--- src/verilog/pfm_pkg.sv ---
// Constants and register map of the pin function multiplexer
package pfm_pkg;
	localparam int P0_W = 7;
	localparam int P1_W = 6;
	localparam int P3_W = 2;
	localparam int DATA_W = 8;
	localparam int ADDR_W = 4;

	typedef enum logic [1:0] {
		PFM_VAR_BASE = 2'h0,
		PFM_VAR_DUAL_CMP = 2'h1,
		PFM_VAR_SERIAL = 2'h2
	} pfm_variant_e;

	localparam logic [ADDR_W-1:0] A_P0_LAT = 4'h0;
	localparam logic [ADDR_W-1:0] A_P1_LAT = 4'h1;
	localparam logic [ADDR_W-1:0] A_P3_LAT = 4'h2;
	localparam logic [ADDR_W-1:0] A_P0_DRV = 4'h3;
	localparam logic [ADDR_W-1:0] A_P1_DRV = 4'h4;
	localparam logic [ADDR_W-1:0] A_P3_DRV = 4'h5;
	localparam logic [ADDR_W-1:0] A_P0_PU = 4'h6;
	localparam logic [ADDR_W-1:0] A_P1_PU = 4'h7;
	localparam logic [ADDR_W-1:0] A_P3_PU = 4'h8;
	localparam logic [ADDR_W-1:0] A_TRIM = 4'h9;
	localparam logic [ADDR_W-1:0] A_UCFG = 4'hA;
	localparam logic [ADDR_W-1:0] A_P0_PIN = 4'hB;
	localparam logic [ADDR_W-1:0] A_P1_PIN = 4'hC;
	localparam logic [ADDR_W-1:0] A_P3_PIN = 4'hD;
	localparam logic [ADDR_W-1:0] A_STATUS = 4'hE;

	// Trim register: clock output enable bit
	localparam int TRIM_DIVIDED_CLOCK_OUTPUT_BIT = 6;
	// User config byte one fields
	localparam int UCFG_OSC_LSB = 0;
	localparam int UCFG_RTC_XTAL_BIT = 2;
	localparam int UCFG_RST_EN_BIT = 3;
	localparam logic [1:0] OSC_RC = 2'h0;
	localparam logic [1:0] OSC_WDT = 2'h1;
	localparam logic [1:0] OSC_EXT = 2'h2;
	localparam logic [1:0] OSC_XTAL = 2'h3;
	// Status register bits
	localparam int ST_ISP_BIT = 0;
	localparam int ST_POR_BIT = 1;
	localparam int ST_CORE_RST_BIT = 2;

	// Pin positions of shared functions
	localparam int P1_RST_BIT = 5;
	localparam int P1_T0_BIT = 2;
	localparam int P1_TX_BIT = 0;
	localparam int P1_RX_BIT = 1;
	localparam int P0_COMPARATOR_TWO_OUTPUT_OUT_BIT = 0;
	localparam int P0_COMPARATOR_ONE_OUTPUT_OUT_BIT = 6;
	localparam int P0_CIN2_BIT = 2;
	localparam int P0_CIN1_BIT = 4;
	localparam int P0_CREF_BIT = 5;
	localparam int P3_XO_BIT = 0;
	localparam int P3_XI_BIT = 1;

	// Reset values
	localparam logic [DATA_W-1:0] LAT_RST = 8'hFF;
	localparam logic [DATA_W-1:0] UCFG_RST = 8'h00;

	// Power-on window in which the shared pin is always a reset input
	localparam int CLK_MHZ = 250;
	localparam int POR_WINDOW_NS = 1000;
	localparam int POR_CYCLES = (POR_WINDOW_NS * CLK_MHZ) / 1000;
	localparam int POR_CNT_W = 16;
	localparam int ISP_CNT_W = 4;
	localparam logic [ISP_CNT_W-1:0] ISP_PULSES = 4'h3;
	// Edges after reset before the shared pin filter and its registered copy both show the true level
	localparam int SYNC_SETTLE = 5;
endpackage : pfm_pkg

--- src/verilog/pfm_sync.sv ---
// Three-stage input synchroniser with agreement filter
`timescale 1ns/1ns
`default_nettype none
module pfm_sync #(
	parameter int W = 8
) (
	input wire logic clk_in,
	input wire logic nrst_in,
	input wire logic [W-1:0] d_in,
	output logic [W-1:0] q_out
);
	typedef struct packed {
		logic [W-1:0] s1;
		logic [W-1:0] s2;
		logic [W-1:0] s3;
		logic [W-1:0] q;
	} pfm_sync_s;

	pfm_sync_s s_r;
	pfm_sync_s s_nxt;

	// First stage feeds only the second; a bit is accepted once stages two and three agree
	always_comb begin
		s_nxt = s_r;
		s_nxt.s1 = d_in;
		s_nxt.s2 = s_r.s1;
		s_nxt.s3 = s_r.s2;
		for (int i = 0; i < W; i++) begin
			if (s_r.s2[i] == s_r.s3[i]) begin
				s_nxt.q[i] = s_r.s3[i];
			end
		end
	end

	always_ff @(posedge clk_in) begin
		if (!nrst_in) begin
			s_r <= '0;
		end else begin
			s_r <= s_nxt;
		end
	end

	assign q_out = s_r.q;
endmodule : pfm_sync
`default_nettype wire

--- src/verilog/pfm_mux.sv ---
// Pin function multiplexer: port latches, shared pin functions, register port
//
// Decided for this implementation: the plain strobed port and the register offsets.
`timescale 1ns/1ns
`default_nettype none
module pfm_mux
	import pfm_pkg::*;
#(
	parameter pfm_variant_e VARIANT = PFM_VAR_BASE,
	parameter logic [DATA_W-1:0] TRIM_RST = 8'h00,
	parameter int POR_CYC = POR_CYCLES
) (
	input wire logic clk_in,
	input wire logic nrst_in,
	input wire logic [ADDR_W-1:0] addr_in,
	input wire logic [DATA_W-1:0] wdata_in,
	input wire logic wr_in,
	input wire logic rd_in,
	output logic [DATA_W-1:0] rdata_out,
	input wire logic [P0_W-1:0] p0_in,
	output logic [P0_W-1:0] p0_out,
	output logic [P0_W-1:0] p0_oe_out,
	output logic [P0_W-1:0] p0_pu_out,
	input wire logic [P1_W-1:0] p1_in,
	output logic [P1_W-1:0] p1_out,
	output logic [P1_W-1:0] p1_oe_out,
	output logic [P1_W-1:0] p1_pu_out,
	input wire logic [P3_W-1:0] p3_in,
	output logic [P3_W-1:0] p3_out,
	output logic [P3_W-1:0] p3_oe_out,
	output logic [P3_W-1:0] p3_pu_out,
	input wire logic comparator_one_output_en_in,
	input wire logic comparator_two_output_en_in,
	input wire logic comparator_one_output_result_in,
	input wire logic comparator_two_output_result_in,
	input wire logic cmp_out_en_in,
	input wire logic t0_ovf_in,
	input wire logic t0_ovf_en_in,
	input wire logic txd_in,
	input wire logic tx_en_in,
	output logic [P0_W-1:0] keypad_out,
	output logic [P0_W-1:0] analog_sel_out,
	output logic timer_zero_count_pin_out,
	output logic rxd_out,
	output logic xtal_enable_out,
	output logic core_reset_out,
	output logic isp_mode_out
);
	typedef struct packed {
		logic [P0_W-1:0] p0_lat;
		logic [P0_W-1:0] p0_drv;
		logic [P0_W-1:0] p0_pu;
		logic [P1_W-1:0] p1_lat;
		logic [P1_W-1:0] p1_drv;
		logic [P1_W-1:0] p1_pu;
		logic [P3_W-1:0] p3_lat;
		logic [P3_W-1:0] p3_drv;
		logic [P3_W-1:0] p3_pu;
		logic [DATA_W-1:0] trim;
		logic [DATA_W-1:0] ucfg;
		logic [DATA_W-1:0] rdata;
		logic [POR_CNT_W-1:0] por_cnt;
		logic por_busy;
		logic [ISP_CNT_W-1:0] isp_cnt;
		logic isp;
		logic rst_prev;
		logic core_rst;
		logic clk_div;
		logic [P0_W-1:0] p0_o;
		logic [P0_W-1:0] p0_oe;
		logic [P0_W-1:0] p0_puo;
		logic [P1_W-1:0] p1_o;
		logic [P1_W-1:0] p1_oe;
		logic [P1_W-1:0] p1_puo;
		logic [P3_W-1:0] p3_o;
		logic [P3_W-1:0] p3_oe;
		logic [P3_W-1:0] p3_puo;
		logic [P0_W-1:0] keypad;
		logic [P0_W-1:0] analog_sel;
		logic t0_cnt;
		logic rxd;
		logic xtal_en;
	} pfm_state_s;

	localparam pfm_state_s STATE_RST = '{
		p0_lat: LAT_RST[P0_W-1:0], p1_lat: LAT_RST[P1_W-1:0], p3_lat: LAT_RST[P3_W-1:0],
		trim: TRIM_RST, ucfg: UCFG_RST, por_busy: 1'b1, core_rst: 1'b1, default: '0
	};
	localparam logic [POR_CNT_W-1:0] POR_LAST = POR_CNT_W'(POR_CYC - 1);
	// Filter starts low, so an idle-high pin would fake a rising edge; early pulses are lost
	localparam logic [POR_CNT_W-1:0] SETTLE_CNT = POR_CNT_W'(SYNC_SETTLE);

	pfm_state_s s_r;
	pfm_state_s s_nxt;
	logic [P0_W-1:0] p0_sync;
	logic [P1_W-1:0] p1_sync;
	logic [P3_W-1:0] p3_sync;

	pfm_sync #(.W(P0_W)) u_sync_p0 (.clk_in(clk_in), .nrst_in(nrst_in), .d_in(p0_in),
		.q_out(p0_sync));
	pfm_sync #(.W(P1_W)) u_sync_p1 (.clk_in(clk_in), .nrst_in(nrst_in), .d_in(p1_in),
		.q_out(p1_sync));
	pfm_sync #(.W(P3_W)) u_sync_p3 (.clk_in(clk_in), .nrst_in(nrst_in), .d_in(p3_in),
		.q_out(p3_sync));

	// Oscillator field decode, used by several pin decisions
	function automatic logic [1:0] osc_sel(input logic [DATA_W-1:0] cfg);
		osc_sel = cfg[UCFG_OSC_LSB +: 2];
	endfunction : osc_sel

	logic rst_fn;
	logic pin_rst;
	logic xtal_owns_xo;
	logic divided_clock_output_ok;
	logic xi_is_port;

	always_comb begin
		rst_fn = s_r.por_busy | s_r.ucfg[UCFG_RST_EN_BIT];
		pin_rst = rst_fn & ~p1_sync[P1_RST_BIT];
		xtal_owns_xo = (osc_sel(s_r.ucfg) == OSC_XTAL) | s_r.ucfg[UCFG_RTC_XTAL_BIT];
		divided_clock_output_ok = s_r.trim[TRIM_DIVIDED_CLOCK_OUTPUT_BIT] & ~xtal_owns_xo;
		xi_is_port = ((osc_sel(s_r.ucfg) == OSC_RC) | (osc_sel(s_r.ucfg) == OSC_WDT))
			& ~s_r.ucfg[UCFG_RTC_XTAL_BIT];
	end

	always_comb begin
		s_nxt = s_r;
		s_nxt.rdata = '0;
		s_nxt.rst_prev = p1_sync[P1_RST_BIT];

		// Power-on window: count pin pulses for programming entry
		if (s_r.por_busy) begin
			s_nxt.por_cnt = s_r.por_cnt + 1'b1;
			if (s_r.por_cnt >= SETTLE_CNT && !s_r.rst_prev && p1_sync[P1_RST_BIT]
				&& s_r.isp_cnt != '1) begin
				s_nxt.isp_cnt = s_r.isp_cnt + 1'b1;
			end
			if (s_r.por_cnt == POR_LAST) begin
				s_nxt.por_busy = 1'b0;
				s_nxt.isp = (s_r.isp_cnt >= ISP_PULSES);
			end
		end

		// Each pin owns its own bit, so a write changes only what it addresses
		if (wr_in) begin
			case (addr_in)
				A_P0_LAT: s_nxt.p0_lat = wdata_in[P0_W-1:0];
				A_P1_LAT: s_nxt.p1_lat = wdata_in[P1_W-1:0];
				A_P3_LAT: s_nxt.p3_lat = wdata_in[P3_W-1:0];
				A_P0_DRV: s_nxt.p0_drv = wdata_in[P0_W-1:0];
				A_P1_DRV: s_nxt.p1_drv = wdata_in[P1_W-1:0] & ~(P1_W'(1) << P1_RST_BIT);
				A_P3_DRV: s_nxt.p3_drv = wdata_in[P3_W-1:0];
				A_P0_PU: s_nxt.p0_pu = wdata_in[P0_W-1:0];
				A_P1_PU: s_nxt.p1_pu = wdata_in[P1_W-1:0];
				A_P3_PU: s_nxt.p3_pu = wdata_in[P3_W-1:0];
				A_TRIM: s_nxt.trim = wdata_in;
				A_UCFG: s_nxt.ucfg = wdata_in;
				default: begin
				end
			endcase
		end

		if (rd_in) begin
			case (addr_in)
				A_P0_LAT: s_nxt.rdata = DATA_W'(s_r.p0_lat);
				A_P1_LAT: s_nxt.rdata = DATA_W'(s_r.p1_lat);
				A_P3_LAT: s_nxt.rdata = DATA_W'(s_r.p3_lat);
				A_P0_DRV: s_nxt.rdata = DATA_W'(s_r.p0_drv);
				A_P1_DRV: s_nxt.rdata = DATA_W'(s_r.p1_drv);
				A_P3_DRV: s_nxt.rdata = DATA_W'(s_r.p3_drv);
				A_P0_PU: s_nxt.rdata = DATA_W'(s_r.p0_pu);
				A_P1_PU: s_nxt.rdata = DATA_W'(s_r.p1_pu);
				A_P3_PU: s_nxt.rdata = DATA_W'(s_r.p3_pu);
				A_TRIM: s_nxt.rdata = s_r.trim;
				A_UCFG: s_nxt.rdata = s_r.ucfg;
				A_P0_PIN: s_nxt.rdata = DATA_W'(p0_sync);
				A_P1_PIN: s_nxt.rdata = DATA_W'(p1_sync);
				A_P3_PIN: s_nxt.rdata = DATA_W'(p3_sync);
				A_STATUS: begin
					s_nxt.rdata[ST_ISP_BIT] = s_r.isp;
					s_nxt.rdata[ST_POR_BIT] = s_r.por_busy;
					s_nxt.rdata[ST_CORE_RST_BIT] = s_r.core_rst;
				end
				default: s_nxt.rdata = '0;
			endcase
		end

		// Pin reset wins over a write in the same cycle; config byte survives it
		s_nxt.core_rst = pin_rst;
		if (pin_rst && !s_r.por_busy) begin
			s_nxt.p0_lat = STATE_RST.p0_lat;
			s_nxt.p1_lat = STATE_RST.p1_lat;
			s_nxt.p3_lat = STATE_RST.p3_lat;
			s_nxt.p0_drv = '0;
			s_nxt.p1_drv = '0;
			s_nxt.p3_drv = '0;
			s_nxt.p0_pu = '0;
			s_nxt.p1_pu = '0;
			s_nxt.p3_pu = '0;
			s_nxt.trim = TRIM_RST;
		end

		s_nxt.clk_div = divided_clock_output_ok ? ~s_r.clk_div : 1'b0;

		// Default: latch value through each pin's own output stage
		s_nxt.p0_o = s_r.p0_lat;
		s_nxt.p0_oe = s_r.p0_drv;
		s_nxt.p0_puo = s_r.p0_pu;
		s_nxt.p1_o = s_r.p1_lat;
		s_nxt.p1_oe = s_r.p1_drv;
		s_nxt.p1_puo = s_r.p1_pu;
		s_nxt.p3_o = s_r.p3_lat;
		s_nxt.p3_oe = s_r.p3_drv;
		s_nxt.p3_puo = s_r.p3_pu;

		if (VARIANT == PFM_VAR_DUAL_CMP && cmp_out_en_in) begin
			s_nxt.p0_o[P0_COMPARATOR_TWO_OUTPUT_OUT_BIT] = comparator_two_output_result_in;
			s_nxt.p0_oe[P0_COMPARATOR_TWO_OUTPUT_OUT_BIT] = 1'b1;
			s_nxt.p0_o[P0_COMPARATOR_ONE_OUTPUT_OUT_BIT] = comparator_one_output_result_in;
			s_nxt.p0_oe[P0_COMPARATOR_ONE_OUTPUT_OUT_BIT] = 1'b1;
		end
		if (VARIANT == PFM_VAR_BASE && t0_ovf_en_in) begin
			s_nxt.p1_o[P1_T0_BIT] = t0_ovf_in;
			s_nxt.p1_oe[P1_T0_BIT] = 1'b1;
		end
		if (VARIANT == PFM_VAR_SERIAL && tx_en_in) begin
			s_nxt.p1_o[P1_TX_BIT] = txd_in;
			s_nxt.p1_oe[P1_TX_BIT] = 1'b1;
		end
		// Shared reset pin never drives, whatever the latches hold
		s_nxt.p1_o[P1_RST_BIT] = 1'b0;
		s_nxt.p1_oe[P1_RST_BIT] = 1'b0;
		s_nxt.p1_puo[P1_RST_BIT] = 1'b0;

		if (VARIANT == PFM_VAR_BASE) begin
			if (xtal_owns_xo) begin
				s_nxt.p3_oe[P3_XO_BIT] = 1'b0;
				s_nxt.p3_puo[P3_XO_BIT] = 1'b0;
			end else if (divided_clock_output_ok) begin
				s_nxt.p3_o[P3_XO_BIT] = s_r.clk_div;
				s_nxt.p3_oe[P3_XO_BIT] = 1'b1;
			end
			if (!xi_is_port) begin
				s_nxt.p3_oe[P3_XI_BIT] = 1'b0;
				s_nxt.p3_puo[P3_XI_BIT] = 1'b0;
			end
		end
		s_nxt.xtal_en = (VARIANT == PFM_VAR_BASE) && xtal_owns_xo;

		// Digital input buffers shut off on pins the comparators use as analog inputs
		s_nxt.analog_sel = '0;
		s_nxt.analog_sel[P0_CIN1_BIT] = comparator_one_output_en_in;
		s_nxt.analog_sel[P0_CIN2_BIT] = comparator_two_output_en_in;
		s_nxt.analog_sel[P0_CREF_BIT] = comparator_one_output_en_in | comparator_two_output_en_in;
		s_nxt.keypad = p0_sync;
		s_nxt.t0_cnt = (VARIANT == PFM_VAR_BASE) ? p1_sync[P1_T0_BIT] : 1'b0;
		s_nxt.rxd = (VARIANT == PFM_VAR_SERIAL) ? p1_sync[P1_RX_BIT] : 1'b1;
	end

	// Power-on reset: input-only, pull-ups off, clock output off
	always_ff @(posedge clk_in) begin
		if (!nrst_in) begin
			s_r <= STATE_RST;
		end else begin
			s_r <= s_nxt;
		end
	end

	assign rdata_out = s_r.rdata;
	assign p0_out = s_r.p0_o;
	assign p0_oe_out = s_r.p0_oe;
	assign p0_pu_out = s_r.p0_puo;
	assign p1_out = s_r.p1_o;
	assign p1_oe_out = s_r.p1_oe;
	assign p1_pu_out = s_r.p1_puo;
	assign p3_out = s_r.p3_o;
	assign p3_oe_out = s_r.p3_oe;
	assign p3_pu_out = s_r.p3_puo;
	assign keypad_out = s_r.keypad;
	assign analog_sel_out = s_r.analog_sel;
	assign timer_zero_count_pin_out = s_r.t0_cnt;
	assign rxd_out = s_r.rxd;
	assign xtal_enable_out = s_r.xtal_en;
	assign core_reset_out = s_r.core_rst;
	assign isp_mode_out = s_r.isp;

	AST_RESET_INPUT_ONLY: assert property (
		@(posedge clk_in) !nrst_in |=> (p0_oe_out == '0 && p1_oe_out == '0 && p3_oe_out == '0
			&& p0_pu_out == '0 && p1_pu_out == '0 && p3_pu_out == '0))
		else $error("port driven or pulled up right after reset");

	AST_DRV_ONE_BIT: assert property (
		@(posedge clk_in) disable iff (!nrst_in)
		(wr_in && addr_in == A_P0_DRV && !pin_rst) |=> s_r.p0_drv == $past(wdata_in[P0_W-1:0]))
		else $error("drive write did not land bit for bit");

	AST_RST_PIN_NO_DRIVE: assert property (
		@(posedge clk_in) disable iff (!nrst_in) !p1_oe_out[P1_RST_BIT] && !s_r.p1_drv[P1_RST_BIT])
		else $error("shared reset pin driver enabled");

	AST_PIN_RESET_GATED: assert property (
		@(posedge clk_in) disable iff (!nrst_in)
		(!s_r.por_busy && !s_r.ucfg[UCFG_RST_EN_BIT]) |=> !core_reset_out)
		else $error("shared pin reset without selection");

	AST_PIN_RESET_CLEARS: assert property (
		@(posedge clk_in) disable iff (!nrst_in)
		(pin_rst && !s_r.por_busy) |=> (core_reset_out && s_r.p1_drv == '0
			&& s_r.p0_pu == '0 && s_r.trim == TRIM_RST) ##1 p1_pu_out == '0)
		else $error("pin reset left ports configured");

	AST_ISP_DECIDE: assert property (
		@(posedge clk_in) disable iff (!nrst_in)
		$fell(s_r.por_busy) |-> (isp_mode_out == ($past(s_r.isp_cnt) >= ISP_PULSES)))
		else $error("programming entry decision wrong");

	AST_DIVIDED_CLOCK_OUTPUT_TOGGLES: assert property (
		@(posedge clk_in) disable iff (!nrst_in)
		(VARIANT == PFM_VAR_BASE && divided_clock_output_ok && $past(divided_clock_output_ok)) |=>
			(p3_oe_out[P3_XO_BIT] && p3_out[P3_XO_BIT] != $past(p3_out[P3_XO_BIT])))
		else $error("clock output not at half rate");

	AST_XO_RELEASED: assert property (
		@(posedge clk_in) disable iff (!nrst_in)
		(VARIANT == PFM_VAR_BASE && xtal_owns_xo) |=> (!p3_oe_out[P3_XO_BIT] && xtal_enable_out))
		else $error("crystal output pin still driven");

	AST_XI_PORT: assert property (
		@(posedge clk_in) disable iff (!nrst_in)
		(VARIANT == PFM_VAR_BASE && !xi_is_port) |=> !p3_oe_out[P3_XI_BIT])
		else $error("oscillator input pin driven");

	AST_TX_ROUTE: assert property (
		@(posedge clk_in) disable iff (!nrst_in)
		(VARIANT == PFM_VAR_SERIAL && tx_en_in) |=>
			(p1_oe_out[P1_TX_BIT] && p1_out[P1_TX_BIT] == $past(txd_in)))
		else $error("transmit data not on pin");

	AST_KEYPAD_FOLLOWS: assert property (
		@(posedge clk_in) disable iff (!nrst_in) ##1 keypad_out == $past(p0_sync))
		else $error("keypad input not taken from port 0");
endmodule : pfm_mux
`default_nettype wire

--- config.mk ---
export PLATFORM = sky130hd
export DESIGN_NAME = pfm_mux
export DESIGN_NICKNAME = d
export VERILOG_FILES = /design/src/verilog/pfm_pkg.sv /design/src/verilog/pfm_sync.sv /design/src/verilog/pfm_mux.sv
export SDC_FILE = /design/constraint.sdc
export NUM_CORES = 1
export LEC_CHECK = 0
export BUFFER_PORTS_ARGS = -buffer_cell sky130_fd_sc_hd__buf_4
export CAP_MARGIN = 30
export CORE_UTILIZATION = 61
export CTS_CLUSTER_DIAMETER = 120
export DETAILED_ROUTE_END_ITERATION = 10
export HOLD_SLACK_MARGIN = 0.06
export PLACE_DENSITY = 0.84
export SETUP_SLACK_MARGIN = 0.2
export SLEW_MARGIN = 10
export SYNTH_ARGS = -nofsm -noshare
export SYNTH_HDL_FRONTEND = slang
export SYNTH_SLANG_ARGS = --single-unit
--- constraint.sdc ---
create_clock -name clk_in -period 3 [get_ports clk_in]
set_input_delay 0.15 -clock clk_in [delete_from_list [all_inputs] [get_ports clk_in]]
set_output_delay 0.15 -clock clk_in [all_outputs]
set_load 0.05 [all_outputs]
* Yosys cells after proc, flatten, opt, wreduce, memory -nomap -nowiden
Index checks and enable logic that the tools add are counted.
** Storage, ports and cells
- Register bits :: 215
- Latch bits :: 0
- Bits in writable memories :: 0
- ROM bits :: 0
- Input bits :: 40
- Output and inout bits :: 72
- Logic and storage cells :: 150
- Memories kept :: 0
** Operators by class
- Add/subtract/negate cells :: 2
- $mul :: 0
- Div/mod/pow operators :: 0
- Magnitude comparators :: 2
- Eq/ne operators :: 33
- Shifts and indexed selects :: 0
- Mux-type cells :: 12
- Bitwise gates (word level) :: 12
- Reductions and logical operators :: 26
** Operators by type and width (number)
- one-hot mux 5 bit (10 select lines) :: 1
- one-hot mux 3 bit (15 select lines) :: 1
- AND reduction 2 bit :: 16
- == test 4 bit (second input constant) :: 7
- adder 16 x 1 -> 16 bit (second input constant) :: 1
- == test 16 x 8 -> 1 bit (second input constant) :: 1
- == test 4 x 3 -> 1 bit (second input constant) :: 4
- greater-or-equal comparator 16 x 3 -> 1 bit (second input constant) :: 1
- == test 1 bit :: 15
- == test 4 x 2 -> 1 bit (second input constant) :: 2
- two-way mux 1 bit :: 7
- two-way mux 6 bit :: 1
- NOT 1 bit :: 5
- adder 4 x 1 -> 4 bit (second input constant) :: 1
- == test 4 x 1 -> 1 bit (second input constant) :: 1
- greater-or-equal comparator 4 x 2 -> 1 bit (second input constant) :: 1
- logical AND 1 bit :: 4
- logical NOT 4 bit :: 1
- two-way mux 4 bit :: 1
- != test 4 bit (second input constant) :: 1
- OR 1 bit :: 4
- OR reduction 2 bit :: 2
- AND 1 bit :: 3
- == test 2 x 1 -> 1 bit (second input constant) :: 1
- 4 further kinds :: 5

* Depth between registers and ports, before layout
- Word-level depth :: 6
- Mapped depth :: 7
- Gate-level depth less buffers :: 7

* Hierarchy
A second synthesis with hierarchy kept.
** Second synthesis, totals
- Cells, all modules :: 876
- Area, all modules :: 8266.7 µm²
** By module, submodules not included
- pfm_mux :: instances 1, cells each 707, area each 6377.4 µm², sequential area each 2962.8 µm²
- pfm_sync at u_sync_p0 :: instances 1, cells each 79, area each 880.8 µm², sequential area each 560.5 µm²
- pfm_sync at u_sync_p1 :: instances 1, cells each 68, area each 755.7 µm², sequential area each 480.5 µm²
- pfm_sync at u_sync_p3 :: instances 1, cells each 22, area each 252.7 µm², sequential area each 160.2 µm²

* Worst setup path before layout
Ideal clock, no wire load.
- Kind :: register -> register
- Start point :: reg s_r[82] (netlist name)
- End point :: reg s_r[66] (netlist name)
- Arrival :: 1762 ps
- Slack :: 1110 ps
- Stages on the path, launching flop included :: 6
- Period minus slack after synthesis :: 1890 ps
- Cell sequence :: dfxtp_1 or4_4 or4_4 o21ai_4 xor2_1 nor2_1
** On the way
- Word-level cells in the longest chain between the ends :: 5
** RTL lines
- start: declaration :: line pfm_mux.sv:93 : pfm_state_s s_r;
- start signal: assignment :: line pfm_mux.sv:265 : s_r <= s_nxt;
- greater-or-equal comparator 16 x 3 -> 1 bit :: line pfm_mux.sv:134 : if (s_r.por_cnt >= SETTLE_CNT && !s_r.rst_prev && p1_sync[P1_RST_BIT]
- logical AND 1 bit (2 in a row) :: line pfm_mux.sv:134
- logical AND 1 bit :: line pfm_mux.sv:135 : && s_r.isp_cnt != '1) begin
- AND reduction 2 bit (no source line)
Every way passes these cells.
A chain may end at the register's enable or synchronous reset.

* Worst setup path after layout
Same ends and word-level chain as after synthesis.

==> flow_summary.toml <==
[clocking]
clock-sinks = 208
tritoncts.num_buffers = 21
cts-root-to-sink-buffers = 3
worst_skew_pair.late_latency_ps = 480
clkTransAtPathRegs_ps = 60
h-tree-depth = 1
cts_tree = "done"
clk_root_buffer_cell = "sky130_fd_sc_hd__clkbuf_16"

[route]
ant_nets = 0
detail_route.drc_violations = 0
detail_route.first_pass.iterations = 5
drt-wirelength-per-cell_um = 16.36
detail_route.vias_per_cell = 5.567
detail_route.iter0.violations = 471
totalWireLength_um = 17850
detailroute.via_count = 6074

[synth]
synth-edff-count = 0
synthFlopType = "sky130_fd_sc_hd__dfxtp_1"
synth_commonest_cells = "sky130_fd_sc_hd__dfxtp_1, sky130_fd_sc_hd__and2_1, sky130_fd_sc_hd__nand2_1, sky130_fd_sc_hd__nor2_1, sky130_fd_sc_hd__buf_4"
syn-mean-instance-area_sq_um = 9.334
yosys_warnings = 0
yosys.cell_types.count = 57
post_synth_main_area_contributors = "sky130_fd_sc_hd__dfxtp_1, sky130_fd_sc_hd__and2_1, sky130_fd_sc_hd__buf_4, sky130_fd_sc_hd__mux2i_1, sky130_fd_sc_hd__nand2_1"
synth-async-reset-ratio_pct = 0
post_synth_inst_count = 858
synthesis.area_sq_mm = 0.008009
post-synth-top-area-cell = "sky130_fd_sc_hd__dfxtp_1"
synthMostInstantiatedCell = "sky130_fd_sc_hd__dfxtp_1"
postSynthRegisterBits = 208
synth_seq_area_share_pct = 51.99
netlist.area_leader.share_pct = 51.99

[sta]
rsz0062_at_grt = "false"
timing.slew.headroom_pct = 44.93
report.final.setup_viol = 0
final_critical_path_setup_slack_ps = 936.5
clock_skew_ps = 11.31
finalCritPeriodShare_pct = 68.78
worstMarginPinSlew_ps = 819.7
final.setup.tns_ps = 0
finalWorstPathRequiredPeriod_ps = 2063
max_freq_ghz = 0.4846
final_slew_viol_count = 0
hold_viol_final = 0

[placed_design]
place_hpwl_um = 11550
gp_congestion = 0.9064
place.detailed.instances = 1029
placed_area_sq_mm = 0.008357
portBuffers = 99
dpl_worst_slack_ps = 896.1

[final_layout]
finalCoreUtilization_pct = 72.92
syn2layout_area_growth_pct = 15.84
layout.nets = 952
final_cell_area_sq_mm = 0.009278
drive_gt1_share_pct = 15.89
final.fill_count = 938
antenna_cells_inserted = 0
stdcell_count = 1091

[floorplanning]
rows = 41
die_footprint_sq_mm = 0.01359
floorplan.die.width_um = 116.6
initial_core_util_pct = 62.95
fp.dieH_um = 116.6
placeable_core_area_sq_mm = 0.01272
top_level_pins = 112

[min_path]
timing.hold.worst_path_depth = 1
worst_hold_path.endpoint = "rxd_out"
hold_class = "input pin to register"
min_from = "nrst_in"

[global_routing]
gr-max-usage-layer = "met2"
vias_in_the_first_global_route = 5563
global_route.overflow_total = 0
groute.layer.met3.usage_pct = 5.241
initial_antenna_violation_count = 0
global_route.usage.met1_pct = 34.62
gr-usage-all-layers_pct = 26.80
pin_count_of_the_biggest_net_entering_global_routing = 60
grt_first_pass_wirelength_um = 28230
global_route.usage.met2_pct = 43.59

[worst_setup_path]
critical-path-max-stage-delay_ps = 570
reg2reg_depth = 5
crit_top_cell = "sky130_fd_sc_hd__or4_4"
worst-endpoint-required_ps = 3340
cp-end-kind = "register"
slowest_stage = "sky130_fd_sc_hd__or4_4"
cp_data_arrival_time_ps = 2400
rrSetupSlack_ps = 940
worstSetupStartpointType = "register"
critical_path_peak_fanout = 5
setup.worst_path.class = "register to register"
worstPathCellList = "or4_4 -> or4_4 -> o21ai_4 -> xor2_1 -> nor2_1"
r2r_start = "s_r[82]"
rr_endpoint = "s_r[66]"

[power_and_ir_drop]
p_seq_share_pct = 50.1
power_switching_share_pct = 22.68
total_leakage_power_nw = 3.811
power_report.internal_total_w = 0.004404
vdd.ir_drop.worst_v = 0.0004434
comb_power_share_pct = 7.6
powerDensity_mw_per_mm2 = 614.0
netSwitchingPower_w = 0.001292
clock_power_share_pct = 42.3

[run_status]
outcome = "complete, no violations"

[job]
max_cap_viol_count = 0
-- placed cells by master (no fill, tap or decap), drive strengths merged, types with 10 or more instances in the layout --
cell         count
mux2i           42
o21ai           41
dlygate4sd3     28
buf            104
a21oi           42
dfxtp          208
nand3           37
and2            93
nor2b           12
clkbuf          32
xor2            10
nor2            75
nand2           86
-- worst max-delay path: cells and delay by family (launching register included) --
kind | cells | cell delay, ps
AND/OR/NAND/NOR | 3 | 1180
flip-flops | 1 | 340
AO/OA/AOI/OAI | 1 | 210
XOR/XNOR | 1 | 190
-- cell families (layout without fill, tap and decap cells) --
kind of cell / Yosys count / count (layout) / share of synthesized area (%)
and+or+nand+nor: 342 / 342 / 21.42
muxes: 47 / 47 / 5.952
adders and majority gates: 4 / 4 / 0.6249
xor gates and xnor gates: 16 / 16 / 1.750
buffers and inverters: 116 / 171 / 8.608
other: 1 / 7 / 0.04682
AOI/OAI and AO/OA: 124 / 124 / 9.608
DFF: 208 / 208 / 51.99
-- registers in the layout, summed over array words and instances, names as in the netlist, 5 cells and up --
signal / count
keypad_out: 7
p0_oe_out: 7
p0_out: 7
p0_pu_out: 7
p1_oe_out: 5
p1_out: 5
p1_pu_out: 5
rdata_out: 8
s_nxt: 35
s_r: 48
u_sync_p0.q_out: 7
u_sync_p0.s_nxt: 14
u_sync_p0.s_r: 7
u_sync_p1.q_out: 6
u_sync_p1.s_nxt: 12
u_sync_p1.s_r: 6
-- metal layers --
metal	part of all wire [%]	up-vias
li1	-	2907
met1	40	2817
met2	48	289
met3	7.9	61
met4	4.2	0
met5	0	-
-- what timing repair did --
item | in CTS | in global routing
setup buffers | 0 | 0
endpoints found under the hold margin | 77 | 0
hold buffers | 28 | 0
gates resized for setup | 0 | 0
-- power by group through the flow --
stage / Clock (W) / Sequential, W / Combinational, W
after floorplan: 0 / 0.00291 / 0.000306
after global placement: 0 / 0.00291 / 0.000387
after detailed placement: 0 / 0.00292 / 0.000394
after CTS: 0.00243 / 0.00286 / 0.000424
after global routing: 0.00258 / 0.00286 / 0.000460
final: 0.00241 / 0.00286 / 0.000430
-- worst max path at each step --
stage,from,endpoint,slack [ps],cells past startpoint
after detailed placement,addr_in[3],s_r[104],900,6
after global placement,addr_in[3],s_r[110],930,6
after floorplan,s_r[82],s_r[66],1110,5
after global routing,s_r[82],s_r[66],880,5
after CTS,s_r[82],s_r[66],950,5
final,s_r[82],s_r[66],940,5
-- metrics by stage --
stage               hold slack, ps  power (W)
finish                       77.30   0.005697
global route                 88.16   0.005899
CTS                          68.15   0.005713
detailed placement           360.4   0.003309
global placement             358.2   0.003300
floorplan                    177.7   0.003213
-- area by class of cell --
class	instances	area, sq um	share of cell area, %
Sequential cell	208	4164	44.88
Tap cell	172	215.2	2.320
Clock buffer	32	626.9	6.757
Clock inverter	2	13.76	0.1483
Timing Repair Buffer	132	1061	11.44
Inverter	5	18.77	0.2023
Multi-Input combinational cell	540	3178	34.25
Note: power is estimated with default switching activity, not from simulation.
